File: src/rtl/qlo_pkg.sv
// Purpose: Shared constants and types for the quadrature LO and phase select block
// Assumes: Single 100 MHz system clock; all pins sampled into it
// Notes: Serial port frames are MSB first only
package qlo_pkg;

  // ==========================================================
  // Register map
  localparam logic [12:0] QLO_ADDR_CHAN_SEL = 13'h0005;
  localparam logic [12:0] QLO_ADDR_PHASE = 13'h002d;
  localparam logic [12:0] QLO_ADDR_DIV_STAT = 13'h002e;
  localparam logic [7:0] QLO_CHAN_SEL_RST = 8'hff;
  localparam logic [3:0] QLO_PHASE_RST = 4'h0;
  localparam int QLO_PHASE_LSB = 0;
  localparam int QLO_PHASE_W = 4;
  localparam int QLO_NUM_CHAN = 8;

  // ==========================================================
  // Instruction word layout
  localparam int QLO_INSTR_RD_BIT = 15;
  localparam int QLO_INSTR_LEN_MSB = 14;
  localparam int QLO_INSTR_LEN_LSB = 13;
  localparam logic [1:0] QLO_LEN_STREAM = 2'h3;
  localparam logic [4:0] QLO_INSTR_BITS = 5'h10;
  localparam logic [3:0] QLO_BYTE_BITS = 4'h8;

  // ==========================================================
  // Divider
  localparam logic [1:0] QLO_DIV_RST_CNT = 2'h0;
  localparam logic QLO_LO_I_RST = 1'b1;
  localparam logic QLO_LO_Q_RST = 1'b0;

  // ==========================================================
  // Types
  typedef struct packed {
    logic sclk;
    logic csb;
    logic sdio;
  } qlo_spi_in_s;

  typedef struct packed {
    logic lo_i;
    logic lo_q;
  } qlo_lo_s;

  typedef enum logic [1:0] {
    QLO_SPI_IDLE = 2'b00,
    QLO_SPI_INSTR = 2'b01,
    QLO_SPI_DATA = 2'b10
  } qlo_spi_e;

endpackage : qlo_pkg

File: src/rtl/qlo_lo_divider.sv
// Purpose: Divide-by-four quadrature LO generator
// Assumes: lo_edge is a one-cycle pulse per rising edge of the four-times-LO clock
// Notes: Reset input already synchronised by the caller
`timescale 1ns/100ps
`default_nettype none
module qlo_lo_divider (
  // Clock and reset
  input wire logic clk,
  input wire logic rst_n,
  input wire logic ce,
  // Divider control
  input wire logic lo_edge,
  input wire logic div_reset,
  // Outputs
  output var qlo_pkg::qlo_lo_s lo,
  output logic [1:0] count
);
  import qlo_pkg::*;

  logic [1:0] cnt_r;
  logic [1:0] cnt_nxt;
  qlo_lo_s lo_r;

  assign cnt_nxt = cnt_r + 2'h1;

  // ==========================================================
  // Counter
  always_ff @(posedge clk or negedge rst_n) begin
    if (!rst_n) begin
      cnt_r <= QLO_DIV_RST_CNT;
    end else if (ce) begin
      if (div_reset) begin
        cnt_r <= QLO_DIV_RST_CNT;
      end else if (lo_edge) begin
        cnt_r <= cnt_nxt;
      end
    end
  end

  // ==========================================================
  // Output retiming
  always_ff @(posedge clk or negedge rst_n) begin
    if (!rst_n) begin
      lo_r.lo_i <= QLO_LO_I_RST;
      lo_r.lo_q <= QLO_LO_Q_RST;
    end else if (ce) begin
      if (div_reset) begin
        lo_r.lo_i <= QLO_LO_I_RST;
        lo_r.lo_q <= QLO_LO_Q_RST;
      end else if (lo_edge) begin
        lo_r.lo_i <= ~cnt_nxt[1];
        lo_r.lo_q <= cnt_nxt[1] ^ cnt_nxt[0];
      end
    end
  end

  assign lo = lo_r;
  assign count = cnt_r;

endmodule : qlo_lo_divider
`default_nettype wire

File: src/rtl/qlo_phase_select.sv
// Purpose: Quadrature LO generation and per-channel phase code registers behind a serial port
// Assumes: All pins asynchronous to clk, well below clk rate
// Notes: Serial port is MSB first, address decrements per data byte
`timescale 1ns/100ps
`default_nettype none
module qlo_phase_select (
  // Clock and reset
  input wire logic clk,
  input wire logic rst_n,
  input wire logic ce,
  // LO pins
  input wire logic lo_times_four_clock,
  input wire logic lo_reset,
  // Serial port pins
  input wire qlo_pkg::qlo_spi_in_s spi_in,
  output logic sdio_out,
  output logic sdio_oe,
  // LO and phase outputs
  output var qlo_pkg::qlo_lo_s lo,
  output logic [qlo_pkg::QLO_NUM_CHAN*qlo_pkg::QLO_PHASE_W-1:0] chan_phase_code
);
  import qlo_pkg::*;

  // ==========================================================
  // Pin synchronisers
  logic [4:0] sync1_r;
  logic [4:0] sync2_r;
  logic lo_clk_d_r;
  logic sclk_d_r;
  logic lo_edge;
  logic sclk_rise;
  logic sclk_fall;
  logic csb_s;
  logic sdio_s;
  logic rst_s;

  always_ff @(posedge clk or negedge rst_n) begin
    if (!rst_n) begin
      sync1_r <= 5'h03;
      sync2_r <= 5'h03;
      lo_clk_d_r <= 1'b0;
      sclk_d_r <= 1'b0;
    end else if (ce) begin
      sync1_r <= {lo_times_four_clock, lo_reset, spi_in.sclk, spi_in.csb, spi_in.sdio};
      sync2_r <= sync1_r;
      lo_clk_d_r <= sync2_r[4];
      sclk_d_r <= sync2_r[2];
    end
  end

  assign rst_s = sync2_r[3];
  assign csb_s = sync2_r[1];
  assign sdio_s = sync2_r[0];
  assign lo_edge = sync2_r[4] & ~lo_clk_d_r;
  assign sclk_rise = sync2_r[2] & ~sclk_d_r;
  assign sclk_fall = ~sync2_r[2] & sclk_d_r;

  // ==========================================================
  // Divider
  logic [1:0] div_count;

  qlo_lo_divider u_div (
    .clk(clk),
    .rst_n(rst_n),
    .ce(ce),
    .lo_edge(lo_edge),
    .div_reset(rst_s),
    .lo(lo),
    .count(div_count)
  );

  // ==========================================================
  // Serial port state
  qlo_spi_e state_r;
  logic [15:0] shift_r;
  logic [4:0] bit_cnt_r;
  logic rd_r;
  logic [1:0] len_r;
  logic [1:0] byte_cnt_r;
  logic [12:0] addr_r;
  logic [7:0] tx_r;
  logic oe_r;
  logic [15:0] shift_nxt;
  logic [7:0] rd_data;
  logic byte_done;
  logic instr_done;
  logic last_byte;

  assign shift_nxt = {shift_r[14:0], sdio_s};
  assign instr_done = (state_r == QLO_SPI_INSTR) && sclk_rise && (bit_cnt_r == QLO_INSTR_BITS - 5'h1);
  assign byte_done = (state_r == QLO_SPI_DATA) && sclk_rise && (bit_cnt_r[3:0] == QLO_BYTE_BITS - 4'h1);
  assign last_byte = (len_r != QLO_LEN_STREAM) && (byte_cnt_r == len_r);

  // ==========================================================
  // Registers
  logic [7:0] chan_sel_r;
  logic [QLO_PHASE_W-1:0] code_r [QLO_NUM_CHAN];
  logic [QLO_PHASE_W-1:0] first_code;

  always_comb begin
    first_code = code_r[0];
    for (int k = QLO_NUM_CHAN - 1; k >= 0; k--) begin
      if (chan_sel_r[k]) begin
        first_code = code_r[k];
      end
    end
  end

  always_comb begin
    if (addr_r == QLO_ADDR_CHAN_SEL) begin
      rd_data = chan_sel_r;
    end else if (addr_r == QLO_ADDR_PHASE) begin
      rd_data = {4'h0, first_code};
    end else if (addr_r == QLO_ADDR_DIV_STAT) begin
      rd_data = {5'h00, rst_s, div_count};
    end else begin
      rd_data = 8'h00;
    end
  end

  always_ff @(posedge clk or negedge rst_n) begin
    if (!rst_n) begin
      chan_sel_r <= QLO_CHAN_SEL_RST;
    end else if (ce) begin
      if (byte_done && !rd_r && addr_r == QLO_ADDR_CHAN_SEL) begin
        chan_sel_r <= shift_nxt[7:0];
      end
    end
  end

  generate
    for (genvar g = 0; g < QLO_NUM_CHAN; g++) begin : g_chan
      always_ff @(posedge clk or negedge rst_n) begin
        if (!rst_n) begin
          code_r[g] <= QLO_PHASE_RST;
        end else if (ce) begin
          if (byte_done && !rd_r && addr_r == QLO_ADDR_PHASE && chan_sel_r[g]) begin
            code_r[g] <= shift_nxt[QLO_PHASE_LSB +: QLO_PHASE_W];
          end
        end
      end
      assign chan_phase_code[g*QLO_PHASE_W +: QLO_PHASE_W] = code_r[g];
    end
  endgenerate

  // ==========================================================
  // Frame sequencing
  always_ff @(posedge clk or negedge rst_n) begin
    if (!rst_n) begin
      state_r <= QLO_SPI_IDLE;
      bit_cnt_r <= 5'h00;
      shift_r <= 16'h0000;
      rd_r <= 1'b0;
      len_r <= 2'h0;
      byte_cnt_r <= 2'h0;
      addr_r <= 13'h0000;
    end else if (ce) begin
      if (csb_s) begin
        // Stall between bytes keeps a fixed-length frame, otherwise (streaming or mid-byte) abort
        if (!(state_r == QLO_SPI_DATA && bit_cnt_r == 5'h00 && len_r != QLO_LEN_STREAM)) begin
          state_r <= QLO_SPI_IDLE;
        end
        bit_cnt_r <= 5'h00;
      end else begin
        case (state_r)
          QLO_SPI_IDLE: begin
            state_r <= QLO_SPI_INSTR;
            bit_cnt_r <= 5'h00;
          end
          QLO_SPI_INSTR: begin
            if (sclk_rise) begin
              shift_r <= shift_nxt;
              bit_cnt_r <= bit_cnt_r + 5'h01;
            end
            if (instr_done) begin
              rd_r <= shift_nxt[QLO_INSTR_RD_BIT];
              len_r <= shift_nxt[QLO_INSTR_LEN_MSB:QLO_INSTR_LEN_LSB];
              addr_r <= shift_nxt[12:0];
              byte_cnt_r <= 2'h0;
              bit_cnt_r <= 5'h00;
              state_r <= QLO_SPI_DATA;
            end
          end
          QLO_SPI_DATA: begin
            if (sclk_rise) begin
              shift_r <= shift_nxt;
              bit_cnt_r <= bit_cnt_r + 5'h01;
            end
            if (byte_done) begin
              bit_cnt_r <= 5'h00;
              addr_r <= addr_r - 13'h0001;
              byte_cnt_r <= byte_cnt_r + 2'h1;
              if (last_byte) begin
                state_r <= QLO_SPI_IDLE;
              end
            end
          end
          default: begin
            state_r <= QLO_SPI_IDLE;
          end
        endcase
      end
    end
  end

  // ==========================================================
  // Readback driver
  always_ff @(posedge clk or negedge rst_n) begin
    if (!rst_n) begin
      tx_r <= 8'h00;
      oe_r <= 1'b0;
    end else if (ce) begin
      if (csb_s || state_r != QLO_SPI_DATA || !rd_r) begin
        oe_r <= 1'b0;
      end else if (sclk_fall) begin
        oe_r <= 1'b1;
        if (bit_cnt_r == 5'h00) begin
          tx_r <= rd_data;
        end else begin
          tx_r <= {tx_r[6:0], 1'b0};
        end
      end
    end
  end

  assign sdio_out = tx_r[7];
  assign sdio_oe = oe_r;

endmodule : qlo_phase_select
`default_nettype wire

File: config.mk
export PLATFORM = sky130hd
export DESIGN_NAME = qlo_phase_select
export DESIGN_NICKNAME = d
export VERILOG_FILES = /design/src/rtl/qlo_pkg.sv /design/src/rtl/qlo_lo_divider.sv /design/src/rtl/qlo_phase_select.sv
export SDC_FILE = /design/constraint.sdc
export NUM_CORES = 1
export LEC_CHECK = 0
export BUFFER_PORTS_ARGS = -buffer_cell sky130_fd_sc_hd__buf_2
export CAP_MARGIN = 25
export CORE_MARGIN = 2
export CORE_UTILIZATION = 56
export CTS_BUF_LIST = sky130_fd_sc_hd__clkbuf_2 sky130_fd_sc_hd__clkbuf_4 sky130_fd_sc_hd__clkbuf_8
export DETAILED_ROUTE_END_ITERATION = 12
export MAX_ROUTING_LAYER = met4
export PLACE_DENSITY = 0.78
export SYNTH_ARGS = -nofsm -noshare
export SYNTH_HDL_FRONTEND = slang
export SYNTH_SLANG_ARGS = --single-unit
File: constraint.sdc
create_clock -name clk -period 2.2 [get_ports clk]
set_input_delay 0 -clock clk [delete_from_list [all_inputs] [get_ports clk]]
set_output_delay 0 -clock clk [all_outputs]
set_load 0.01 [all_outputs]
# After elaboration in Yosys (flattened, before gate mapping)
# Cells that the tools add are included.
word_totals:
  register_bits: 105
  in_bits: 8
  output_inout_bits: 36
  elab_cells: 135
op_classes:
  n_addsub: 4
  eq_ne: 16
  mux: 35
  bitwise: 10
  reduce_logical: 45
op_table:
  columns: ["op", "count"]
  rows:
  - ["$mux W4", 9]
  - ["$eq A13 B6 Y1 const B", 2]
  - ["$mux W13", 2]
  - ["$pmux W13 S2", 1]
  - ["$reduce_and A2 Y1", 12]
  - ["$mux W2", 11]
  - ["$mux W5", 4]
  - ["$logic_and A1 B1 Y1", 18]
  - ["$mux W8", 2]
  - ["$pmux W5 S3", 1]
  - ["$eq A13 B3 Y1 const B", 1]
  - ["$sub A13 B1 Y13 const B", 1]
  - ["$ne A2 B2 Y1 const B", 5]
  - ["$reduce_and A5 Y1", 2]
  - ["$ne A3 B3 Y1 const B", 3]
  - ["$reduce_and A4 Y1", 2]
  - ["$not A1 Y1", 6]
  - ["$pmux W2 S3", 1]
  - ["$reduce_bool A2 Y1", 3]
  - ["$add A5 B1 Y5 const B", 1]
  - ["$eq A5 B4 Y1 const B", 1]
  - ["$logic_not A5 Y1", 1]
  - ["$add A2 B1 Y2 const B", 2]
  - ["$eq A4 B3 Y1 const B", 1]
  - ["14 further kinds", 18]

# Logic depth before layout (Yosys ltp)
# Gate-level depths: netlist of run 1.
depth:
  depth_word: 11
  ltp_mapped: 9
  ltp_nobuf: 8

# Hierarchy
# From an unflattened synthesis of run 1, not the netlist that was laid out.
hier_totals:
  hier_cells: 502
  area_unflattened_um2: 5447.7
modules_own_cells:
  columns: ["module", "instances", "cells_per_inst", "area_per_inst_um2", "seq_area_each_um2"]
  rows:
  - ["qlo_phase_select", 1, 483, 5245.0, 2542.4]
  - ["qlo_lo_divider", 1, 19, 202.7, 101.3]

# Worst setup path after synthesis of run 1
# No wires, ideal clock.
synth_timing:
  path_kind: "register -> register"
  startpoint: "register state_r[0]"
  endpoint: "register state_r[1]"
  setup_ns: 0.116
  t_arrival_ns: 2.160
  required_time_ns: 2.084
  path_slack_ns: -0.075
  stages_incl_launch_ff: 9
  n_path_buf: 1
  synth_period_minus_slack_ns: 2.275
  path_cell_list: "dfrtp_1 inv_1 ha_1 buf_2 nand4_1 nor3_1 o21ai_0 or4b_2 o311ai_0"
synth_between:
  elab_chain_len: 5
  word_cells_on_any_way: 16
  classes_between: "eq/ne (6); mux (2); reduce/logical (8)"
synth_lines:
  columns: ["element", "line_no", "text"]
  rows:
  - ["from (decl)", "qlo_phase_select.sv:74", "qlo_spi_e state_r;"]
  - ["from (signal assigned)", "qlo_phase_select.sv:150", "state_r <= QLO_SPI_IDLE;"]
  - ["from (signal assigned)", "qlo_phase_select.sv:161", "state_r <= QLO_SPI_IDLE;"]
  - ["from (signal assigned)", "qlo_phase_select.sv:167", "state_r <= QLO_SPI_INSTR;"]
  - ["$eq A2 B1 Y1 or $eq A2 B2 Y1 (tied branches)", null, null]
  - ["$logic_and A1 B1 Y1, on equally long branches (2 in series)", "qlo_phase_select.sv:90, qlo_phase_select.sv:91, qlo_phase_select.sv:160", null]
  - ["$ne A3 B3 Y1 (no source line) or $ne A2 B2 Y1 (tied branches)", null, null]
  - ["$reduce_and A5 Y1 (no source line)", null, null]
# Several ways; a longest one is shown, not always the timed one.
# A chain may end at the register's enable or synchronous reset.

# Worst setup path after layout of run 1
layout_timing:
  startpoint: "register addr_r[1]"
  endpoint: "register code_r (netlist bit chan_phase_code[3])"
layout_between:
  elab_chain_len: 4
layout_lines:
  columns: ["element", "line_no", "text"]
  rows:
  - ["from (decl)", "qlo_phase_select.sv:80", "logic [12:0] addr_r;"]
  - ["from (signal assigned)", "qlo_phase_select.sv:178", "addr_r <= shift_nxt[12:0];"]
  - ["from (signal assigned)", "qlo_phase_select.sv:191", "addr_r <= addr_r - 13'h0001;"]
  - ["$eq A13 B6 Y1", "qlo_phase_select.sv:137", "if (byte_done && !rd_r && addr_r == QLO_ADDR_PHASE && chan_sel_r[g]) begin"]
  - ["$logic_and A1 B1 Y1 (2 in series)", "qlo_phase_select.sv:137", null]
  - ["$reduce_and A2 Y1 (no source line)", null, null]
  - ["to (signal, indexed assignment)", "qlo_phase_select.sv:138", "code_r[g] <= shift_nxt[QLO_PHASE_LSB +: QLO_PHASE_W];"]
  - ["to (decl)", "qlo_phase_select.sv:97", "logic [QLO_PHASE_W-1:0] code_r [QLO_NUM_CHAN];"]
# No other way between the ends.

==> results of run 1 <==
sequential cells by signal (all words and copies together), names as in the netlist, 2 cells and up:
| name | flops |
|---|---|
| u_div.count | 2 |
| len_r | 2 |
| sync2_r | 5 |
| chan_phase_code | 32 |
| tx_r | 8 |
| u_div.lo | 2 |
| sync1_r | 5 |
| addr_r | 13 |
| byte_cnt_r | 2 |
| state_r | 2 |
| bit_cnt_r | 5 |
| chan_sel_r | 8 |
| shift_r | 15 |
worst paths after layout:
check	startpoint	endpoint	slack, ns
max	addr_r[1]$_DFFE_PN0P_	chan_phase_code[3]$_DFFE_PN0P_	0.02
min	rst_n	shift_r[14]$_DFFE_PN0P_	0.03
max reg2reg	addr_r[1]$_DFFE_PN0P_	chan_phase_code[3]$_DFFE_PN0P_	0.02
min reg2reg	sync1_r[1]$_DFFE_PN1P_	sync2_r[1]$_DFFE_PN1P_	0.49
max in group asynchronous	rst_n	sync2_r[0]$_DFFE_PN1P_	1.45
min in group clk	spi_in[2]	sync1_r[2]$_DFFE_PN0P_	0.39
worst max-delay path: cells and delay by family (launching register included):
| kind | cells | cell delay, ns |
|---|---|---|
| simple gates | 4 | 0.97 |
| flops | 1 | 0.40 |
| mux | 1 | 0.32 |
| buf+inv | 2 | 0.26 |
| fa+ha+maj | 1 | 0.13 |
per-stage QoR:
step / area (sq um) / setup WS [ns] / cells
finish: 6460 / 0.0247 / 706
floorplan: 5440 / 0.0121 / 494
global placement: 5870 / 0.0488 / 670
global route: 6460 / -0.0386 / 706
CTS: 6170 / 0.00102 / 693
detailed placement: 5870 / -0.0330 / 670
power groups by stage:
stage / Clock [mW] / Sequential (mW) / Combinational (mW)
final: 1.24 / 2.54 / 2.01
after global routing: 1.36 / 2.57 / 2.20
after CTS: 1.27 / 2.50 / 1.77
after detailed placement: 0 / 2.54 / 1.74
after global placement: 0 / 2.52 / 1.67
after floorplan: 0 / 2.43 / 1.22
repair_timing:
| item | 4_1_cts | 5_1_grt |
|---|---|---|
| hold buffers | 7 | 0 |
| pin swaps | 1 | 6 |
| resized for setup | 5 | 42 |
| endpoints found under the hold margin | 100 | 0 |
| buffers inserted | 0 | 13 |
| endpoints found under the setup margin | 27 | 53 |
Yosys cell counts (all sizes together), types with 2 or more instances:
cell type | n | share of area
nor4b | 3 | 0.0060
nor3b | 3 | 0.0042
or4b | 3 | 0.0055
a21oi | 27 | 0.025
dlygate4sd1 | 2 | 0.0032
o311ai | 2 | 0.0032
inv | 19 | 0.013
and2 | 2 | 0.0023
nor4 | 10 | 0.014
a22oi | 2 | 0.0028
nand4 | 10 | 0.012
a22o | 2 | 0.0032
nor2b | 9 | 0.011
a31oi | 7 | 0.0081
or3 | 2 | 0.0023
o211ai | 5 | 0.0069
dfrtp | 92 | 0.42
o22ai | 11 | 0.013
and3b | 2 | 0.0032
xnor2 | 2 | 0.0032
nand2b | 6 | 0.0069
o22a | 3 | 0.0048
dfstp | 13 | 0.063
buf | 7 | 0.0069
and3 | 4 | 0.0046
nor3 | 10 | 0.0092
nand3 | 8 | 0.0097
a221oi | 3 | 0.0060
a221o | 3 | 0.0055
a21o | 3 | 0.0042
nor2 | 24 | 0.017
clkbuf | 17 | 0.021
o21ai | 23 | 0.021
xor2 | 3 | 0.0048
nand3b | 5 | 0.0069
nand2 | 42 | 0.029
ha | 10 | 0.023
mux2 | 69 | 0.14
or4 | 3 | 0.0048
mux2i | 7 | 0.013
routing by layer:
layer | vias to the layer above | wire length (um) | global-route usage
met3 | 21 | 688 | 0.0451
met4 | 0 | 193 | 0.0585
met5 | - | 0 | -
met1 | 2058 | 5440 | 0.333
li1 | 1967 | - | -
met2 | 156 | 6110 | 0.384
area by class of cell:
class / count / area [sq um] / share of cell area
Clock buffer: 11 / 145 / 0.0225
Sequential cell: 105 / 2640 / 0.409
Inverter: 20 / 75.1 / 0.0116
Tap cell: 129 / 161 / 0.0250
Timing Repair Buffer: 95 / 651 / 0.101
Multi-Input combinational cell: 341 / 2720 / 0.421
Clock inverter: 5 / 61.3 / 0.00949
cell families after synthesis:
| group | after synthesis |
|---|---|
| and+or+nand+nor | 150 |
| DFF | 105 |
| buffers and inverters | 48 |
| AOI/OAI and AO/OA | 100 |
| adders and majority gates | 10 |
| muxes | 76 |
| xor gates and xnor gates | 5 |
==> flow_metrics.env, run 1 <==
export IMPL_gp_congestion=0.880
export IMPL_synthXorXnorAreaFrac=0.00807
export IMPL_clock_power_share=0.215
export IMPL_nNetsFinal=590
export IMPL_synth_seq_area_share=0.487
export IMPL_num_rows=35
export IMPL_cp_max_fo=8
export IMPL_synth_top_family_by_area="multiplexers"
export IMPL_swShare=0.364
export IMPL_die_y_um=102
export IMPL_finalHoldViolCount=0
export IMPL_cp_cell_sequence="inv_2 > ha_4 > or3b_4 > nor4_4 > and3_4 > buf_12 > nand2_8 > mux2_4"
export IMPL_first_global_vias=3931
export IMPL_timing_fmax_mhz=460
export IMPL_syn_cell_area_sq_mm=0.00542
export IMPL_p_leak_nw=3.04
export IMPL_seqPwrFrac=0.438
export IMPL_fin_crit_sh=0.989
export IMPL_synth_simple_area_share=0.155
export IMPL_worst_pin_slew_ns=0.564
export IMPL_synthAdderAreaFrac=0.0231
export IMPL_fin_crit_ns=2.18
export IMPL_clock_latency_ns=0.37
export IMPL_clockRootBuffer="clkbuf_8"
export IMPL_combPwrFrac=0.347
export IMPL_muxShareOfSynthArea=0.156
export IMPL_worst_r2r_path_depth=8
export IMPL_crit_path_end_kind="flip-flop"
export IMPL_dieWidth_um=102
export IMPL_finClkSkew_ns=0.00993
export IMPL_finalMaxSlewViolations=0
export IMPL_hold_path_class="input pin to asynchronous set/reset pin"
export IMPL_critPathSlowestCell="dfrtp_1"
export IMPL_wl_per_cell_um=17.6
export IMPL_core_area_sq_mm=0.00933
export IMPL_syn_nets=512
export IMPL_worstPathArrival_ns=2.43
export IMPL_synth_compound_area_frac=0.118
export IMPL_firstDrtPassIters=6
export IMPL_area_growth_syn_to_layout_pct=19.1
export IMPL_path_class="flip-flop to flip-flop"
export IMPL_final_common_cell="dfrtp_1"
export IMPL_slowest_delay_ns=0.40
export IMPL_cts_sinks=105
export IMPL_status="completed"
export IMPL_yosys_warnings=0
export IMPL_gr_total_overflow=0
export IMPL_synth_edf_count=0
export IMPL_relSlewSlack=0.615
export IMPL_internal_power_mw=3.68
export IMPL_tns_ns=0
export IMPL_p_total_mw=5.78
export IMPL_grt_max_degree=56
export IMPL_grt_pass1_wl_um=19500
export IMPL_clockBufferDepth=2
export IMPL_layout_common_cells="dfrtp_1 (92), mux2_2 (66), buf_4 (44), buf_2 (42), nand2_1 (33)"
export IMPL_ys_ff_latch=105
export IMPL_netlist_cell_type_count=65
export IMPL_wirelength_um=12400
export IMPL_io_pins=44
export IMPL_switchingPower_mw=2.11
export IMPL_power_density_mw_per_mm2=896
export IMPL_cp_required_ns=2.46
export IMPL_fill_cells=641
export IMPL_via_per_inst=5.95
export IMPL_grtUsageTotal=0.245
export IMPL_antenna_diode_count=0
export IMPL_async_reset_ff_frac=1.00
export IMPL_grt_setup_unrepaired="true"
export IMPL_syn_inst=494
export IMPL_vdd_drop_max_mv=0.469
export IMPL_cts_made_buffers=9
export IMPL_dr_first_iter_drc_count=354
export IMPL_utilization=0.692
export IMPL_drc_errors=0
export IMPL_die_area_sq_mm=0.0105
export IMPL_final_antenna_net_count=0
export IMPL_finalSetupViolCount=0
export IMPL_htreeDepth=3
export IMPL_vias=4202
export IMPL_start_kind="flip-flop"
export IMPL_antenna_found_initial=0
export IMPL_cts_tree="yes"
export IMPL_portBuffers=43
export IMPL_holdWs_ns=0.0311
export IMPL_dp_hpwl_um=8320
export IMPL_clk_pin_slew_ns=0.09
export IMPL_synthFlopType="dfrtp_1"
export IMPL_cap_viol_max_count=0
export IMPL_initial_core_util=0.581
export IMPL_drive_above_1_share=0.390
export IMPL_synth_area_per_cell_sq_um=11.0
Power figures use the tool's default switching activity.
==> run 2: changes to the inputs <==
ABC_AREA = 1   (was not set)
CORE_UTILIZATION = 62   (was 56)
HOLD_SLACK_MARGIN = 0.03   (was not set)
PLACE_DENSITY = 0.82   (was 0.78)
clock period = 2.12 ns   (was 2.2 ns; I/O delays follow)
==> run 2 against run 1 <==
  * Sequential power rose by 8.7%
  * Setup slack improved by 0.065 ns
  * Fmax rose by 7.2%
  * Clock skew fell by 0.00098 ns
  * Clock power barely moved
  * Synthesized cell count rose by 31%
  * Register-to-register slack improved by 0.07 ns
  * Critical path depth rose by 4
  * Utilization rose by 3.6 points
  * Cell count rose by 15%
  * Highest routed layer unchanged
  * Combinational power fell by 6%
  * Sequential share of layout area rose by 3.7 points
==> flow_metrics.env, run 2 <==
export IMPL_status="completed"
export IMPL_relSlewSlack=0.541
export IMPL_utilization=0.728
export IMPL_p_leak_nw=2.84
export IMPL_drc_errors=0
export IMPL_netlist_top_cells_count="nand2_1 (183), dfrtp_1 (92), o21ai_0 (89)"
export IMPL_cap_viol_max_count=0
export IMPL_initial_core_util=0.636
export IMPL_dp_slack_ns=0.0983
export IMPL_wl_met3_um=730
export IMPL_antenna_found_initial=0
export IMPL_clockBufferDepth=2
export IMPL_seqPwrFrac=0.467
export IMPL_gr_total_overflow=0
export IMPL_drive_above_1_share=0.165
export IMPL_timing_fmax_mhz=493
export IMPL_cp_max_fo=4
export IMPL_final_common_cell="nand2_1"
export IMPL_area_growth_syn_to_layout_pct=14.5
export IMPL_start_kind="flip-flop"
export IMPL_hold_path_class="input pin to asynchronous set/reset pin"
export IMPL_nNetsFinal=720
export IMPL_combPwrFrac=0.318
export IMPL_firstDrtPassIters=5
export IMPL_cp_required_ns=2.36
export IMPL_switchingPower_mw=2.27
export IMPL_fin_crit_sh=0.958
export IMPL_vias=4610
export IMPL_yosys_area_top_type="dfrtp_1"
export IMPL_finClkSkew_ns=0.00895
export IMPL_synth_edf_count=0
export IMPL_ys_top_cells_by_area="dfrtp_1 (44%), nand2_1 (13%), o21ai_0 (8.6%)"
export IMPL_io_pins=44
export IMPL_syn_nets=667
export IMPL_first_global_vias=4311
export IMPL_finalSetupViolCount=0
export IMPL_wl_met1_um=5430
export IMPL_dieWidth_um=95.4
export IMPL_portBuffers=43
export IMPL_clockRootBuffer="clkbuf_8"
export IMPL_netlist_cell_type_count=34
export IMPL_fin_area_sq_mm=0.00592
export IMPL_crit_path_end_kind="flip-flop"
export IMPL_fin_crit_ns=2.03
export IMPL_core_area_sq_mm=0.00813
export IMPL_power_density_mw_per_mm2=999
export IMPL_syn_inst=649
export IMPL_layout_setup_ws_ns=0.0899
export IMPL_grt_setup_unrepaired="true"
export IMPL_htreeDepth=3
export IMPL_num_rows=33
export IMPL_wirelength_um=12000
export IMPL_highest_layer="met4"
export IMPL_vdd_drop_max_mv=0.799
export IMPL_grt_pass1_wl_um=19900
export IMPL_cts_sinks=105
export IMPL_worst_pin_slew_ns=0.689
export IMPL_post_synth_top_count_cell="nand2_1"
export IMPL_clock_power_share=0.215
export IMPL_layout_common_cells="nand2_1 (182), dfrtp_1 (92), o21ai_0 (87), inv_1 (74), nor2_1 (44)"
export IMPL_wl_per_cell_um=14.7
export IMPL_synth_seq_area_share=0.511
export IMPL_path_class="flip-flop to flip-flop"
export IMPL_fill_cells=613
export IMPL_yosys_warnings=0
export IMPL_clock_latency_ns=0.36
export IMPL_synthFlopType="dfrtp_1"
export IMPL_cts_tree="yes"
export IMPL_ys_ff_latch=105
export IMPL_route_met2_wl_um=5540
export IMPL_syn_cell_area_sq_mm=0.00518
export IMPL_antenna_diode_count=0
export IMPL_p_total_mw=5.92
export IMPL_gp_congestion=0.930
export IMPL_largest_reg_flops=32
export IMPL_worstPathArrival_ns=2.27
export IMPL_cts_made_buffers=9
export IMPL_swShare=0.384
export IMPL_final_antenna_net_count=0
export IMPL_grt_max_degree=54
export IMPL_reg2reg_setup_slack_ns=0.09
export IMPL_grtUsageTotal=0.289
export IMPL_die_y_um=95.4
export IMPL_synth_area_per_cell_sq_um=7.98
export IMPL_synth_top_area_frac=0.445
export IMPL_placed_area_sq_mm=0.00551
export IMPL_dp_hpwl_um=8340
export IMPL_finalMaxSlewViolations=0
export IMPL_dr_first_iter_drc_count=362
export IMPL_finalHoldViolCount=0
export IMPL_die_area_sq_mm=0.00910
export IMPL_clk_pin_slew_ns=0.10
export IMPL_internal_power_mw=3.64
export IMPL_async_reset_ff_frac=1.00
export IMPL_via_per_inst=5.68
run 2: stage by stage:
| step | cells | hold WS [ns] | setup TNS, ns |
|---|---|---|---|
| 2_1_floorplan | 649 | -0.296 | 0 |
| 3_3_place_gp | 784 | 0.0735 | 0 |
| 3_5_place_dp | 784 | 0.0788 | 0 |
| 5_1_grt | 812 | 0.274 | -0.115 |
| 6_report | 812 | 0.205 | 0 |
| 4_1_cts | 808 | 0.224 | 0 |
run 2: repair_timing:
action | in CTS | in global routing
gates resized for setup | 0 | 25
hold endpoints to repair | 54 | 0
setup endpoints to repair | 0 | 35
hold buffers | 8 | 0
setup buffers | 0 | 4
run 2: cell type report:
type                            count  area [sq um]  share of cell area
Multi-Input combinational cell    444          2230               0.376
Inverter                           78           302              0.0509
Tap cell                          105           131              0.0222
Sequential cell                   105          2640               0.446
Clock inverter                      4          55.1             0.00929
Clock buffer                       12           146              0.0247
Timing Repair Buffer               64           420              0.0710
run 2: cell families after synthesis:
family,synth area share
XOR/XNOR,0.00846
AO/OA/AOI/OAI,0.159
adder cells (fa/ha/maj),0.0242
flip-flops,0.511
buffers and inverters,0.0747
AND/OR/NAND/NOR,0.223
run 2: power by group through the flow:
stage,Sequential [mW],Combinational (mW),Clock [mW]
floorplan,2.73,1.27,0
global placement,2.77,1.68,0
detailed placement,2.79,1.75,0
CTS,2.75,1.77,1.27
global route,2.82,2.14,1.37
finish,2.76,1.88,1.27
run 2: per-layer routing:
metal  GRT usage  vias to the layer above
met5           -                        -
met4       0.104                        0
met3      0.0561                       31
met2       0.425                      176
met1       0.402                     2191
li1            -                     2212
run 2: critical path, stage by stage (launching register included):
cell	delay, ns
dfrtp_1	0.39
ha_2	0.19
nand2_1	0.08
nor2_1	0.12
ha_1	0.15
nand2_1	0.08
nand2_2	0.08
nand2_2	0.07
nor3_4	0.25
buf_4	0.17
o21ai_1	0.09
a211oi_2	0.17
a21oi_1	0.08
run 2: final timing paths:
kind / cells past startpoint / start / end
hold reg to reg: 2 / sync1_r[1]$_DFFE_PN1P_ / sync1_r[1]$_DFFE_PN1P_
setup reg to reg: 12 / bit_cnt_r[0]$_DFFE_PN0P_ / addr_r[8]$_DFFE_PN0P_
min in group clk: 4 / spi_in[1] / sync1_r[1]$_DFFE_PN1P_
hold / removal: 2 / rst_n / lo_clk_d_r$_DFFE_PN0P_
setup / recovery: 12 / bit_cnt_r[0]$_DFFE_PN0P_ / addr_r[8]$_DFFE_PN0P_
max in group asynchronous: 3 / rst_n / sync2_r[0]$_DFFE_PN1P_
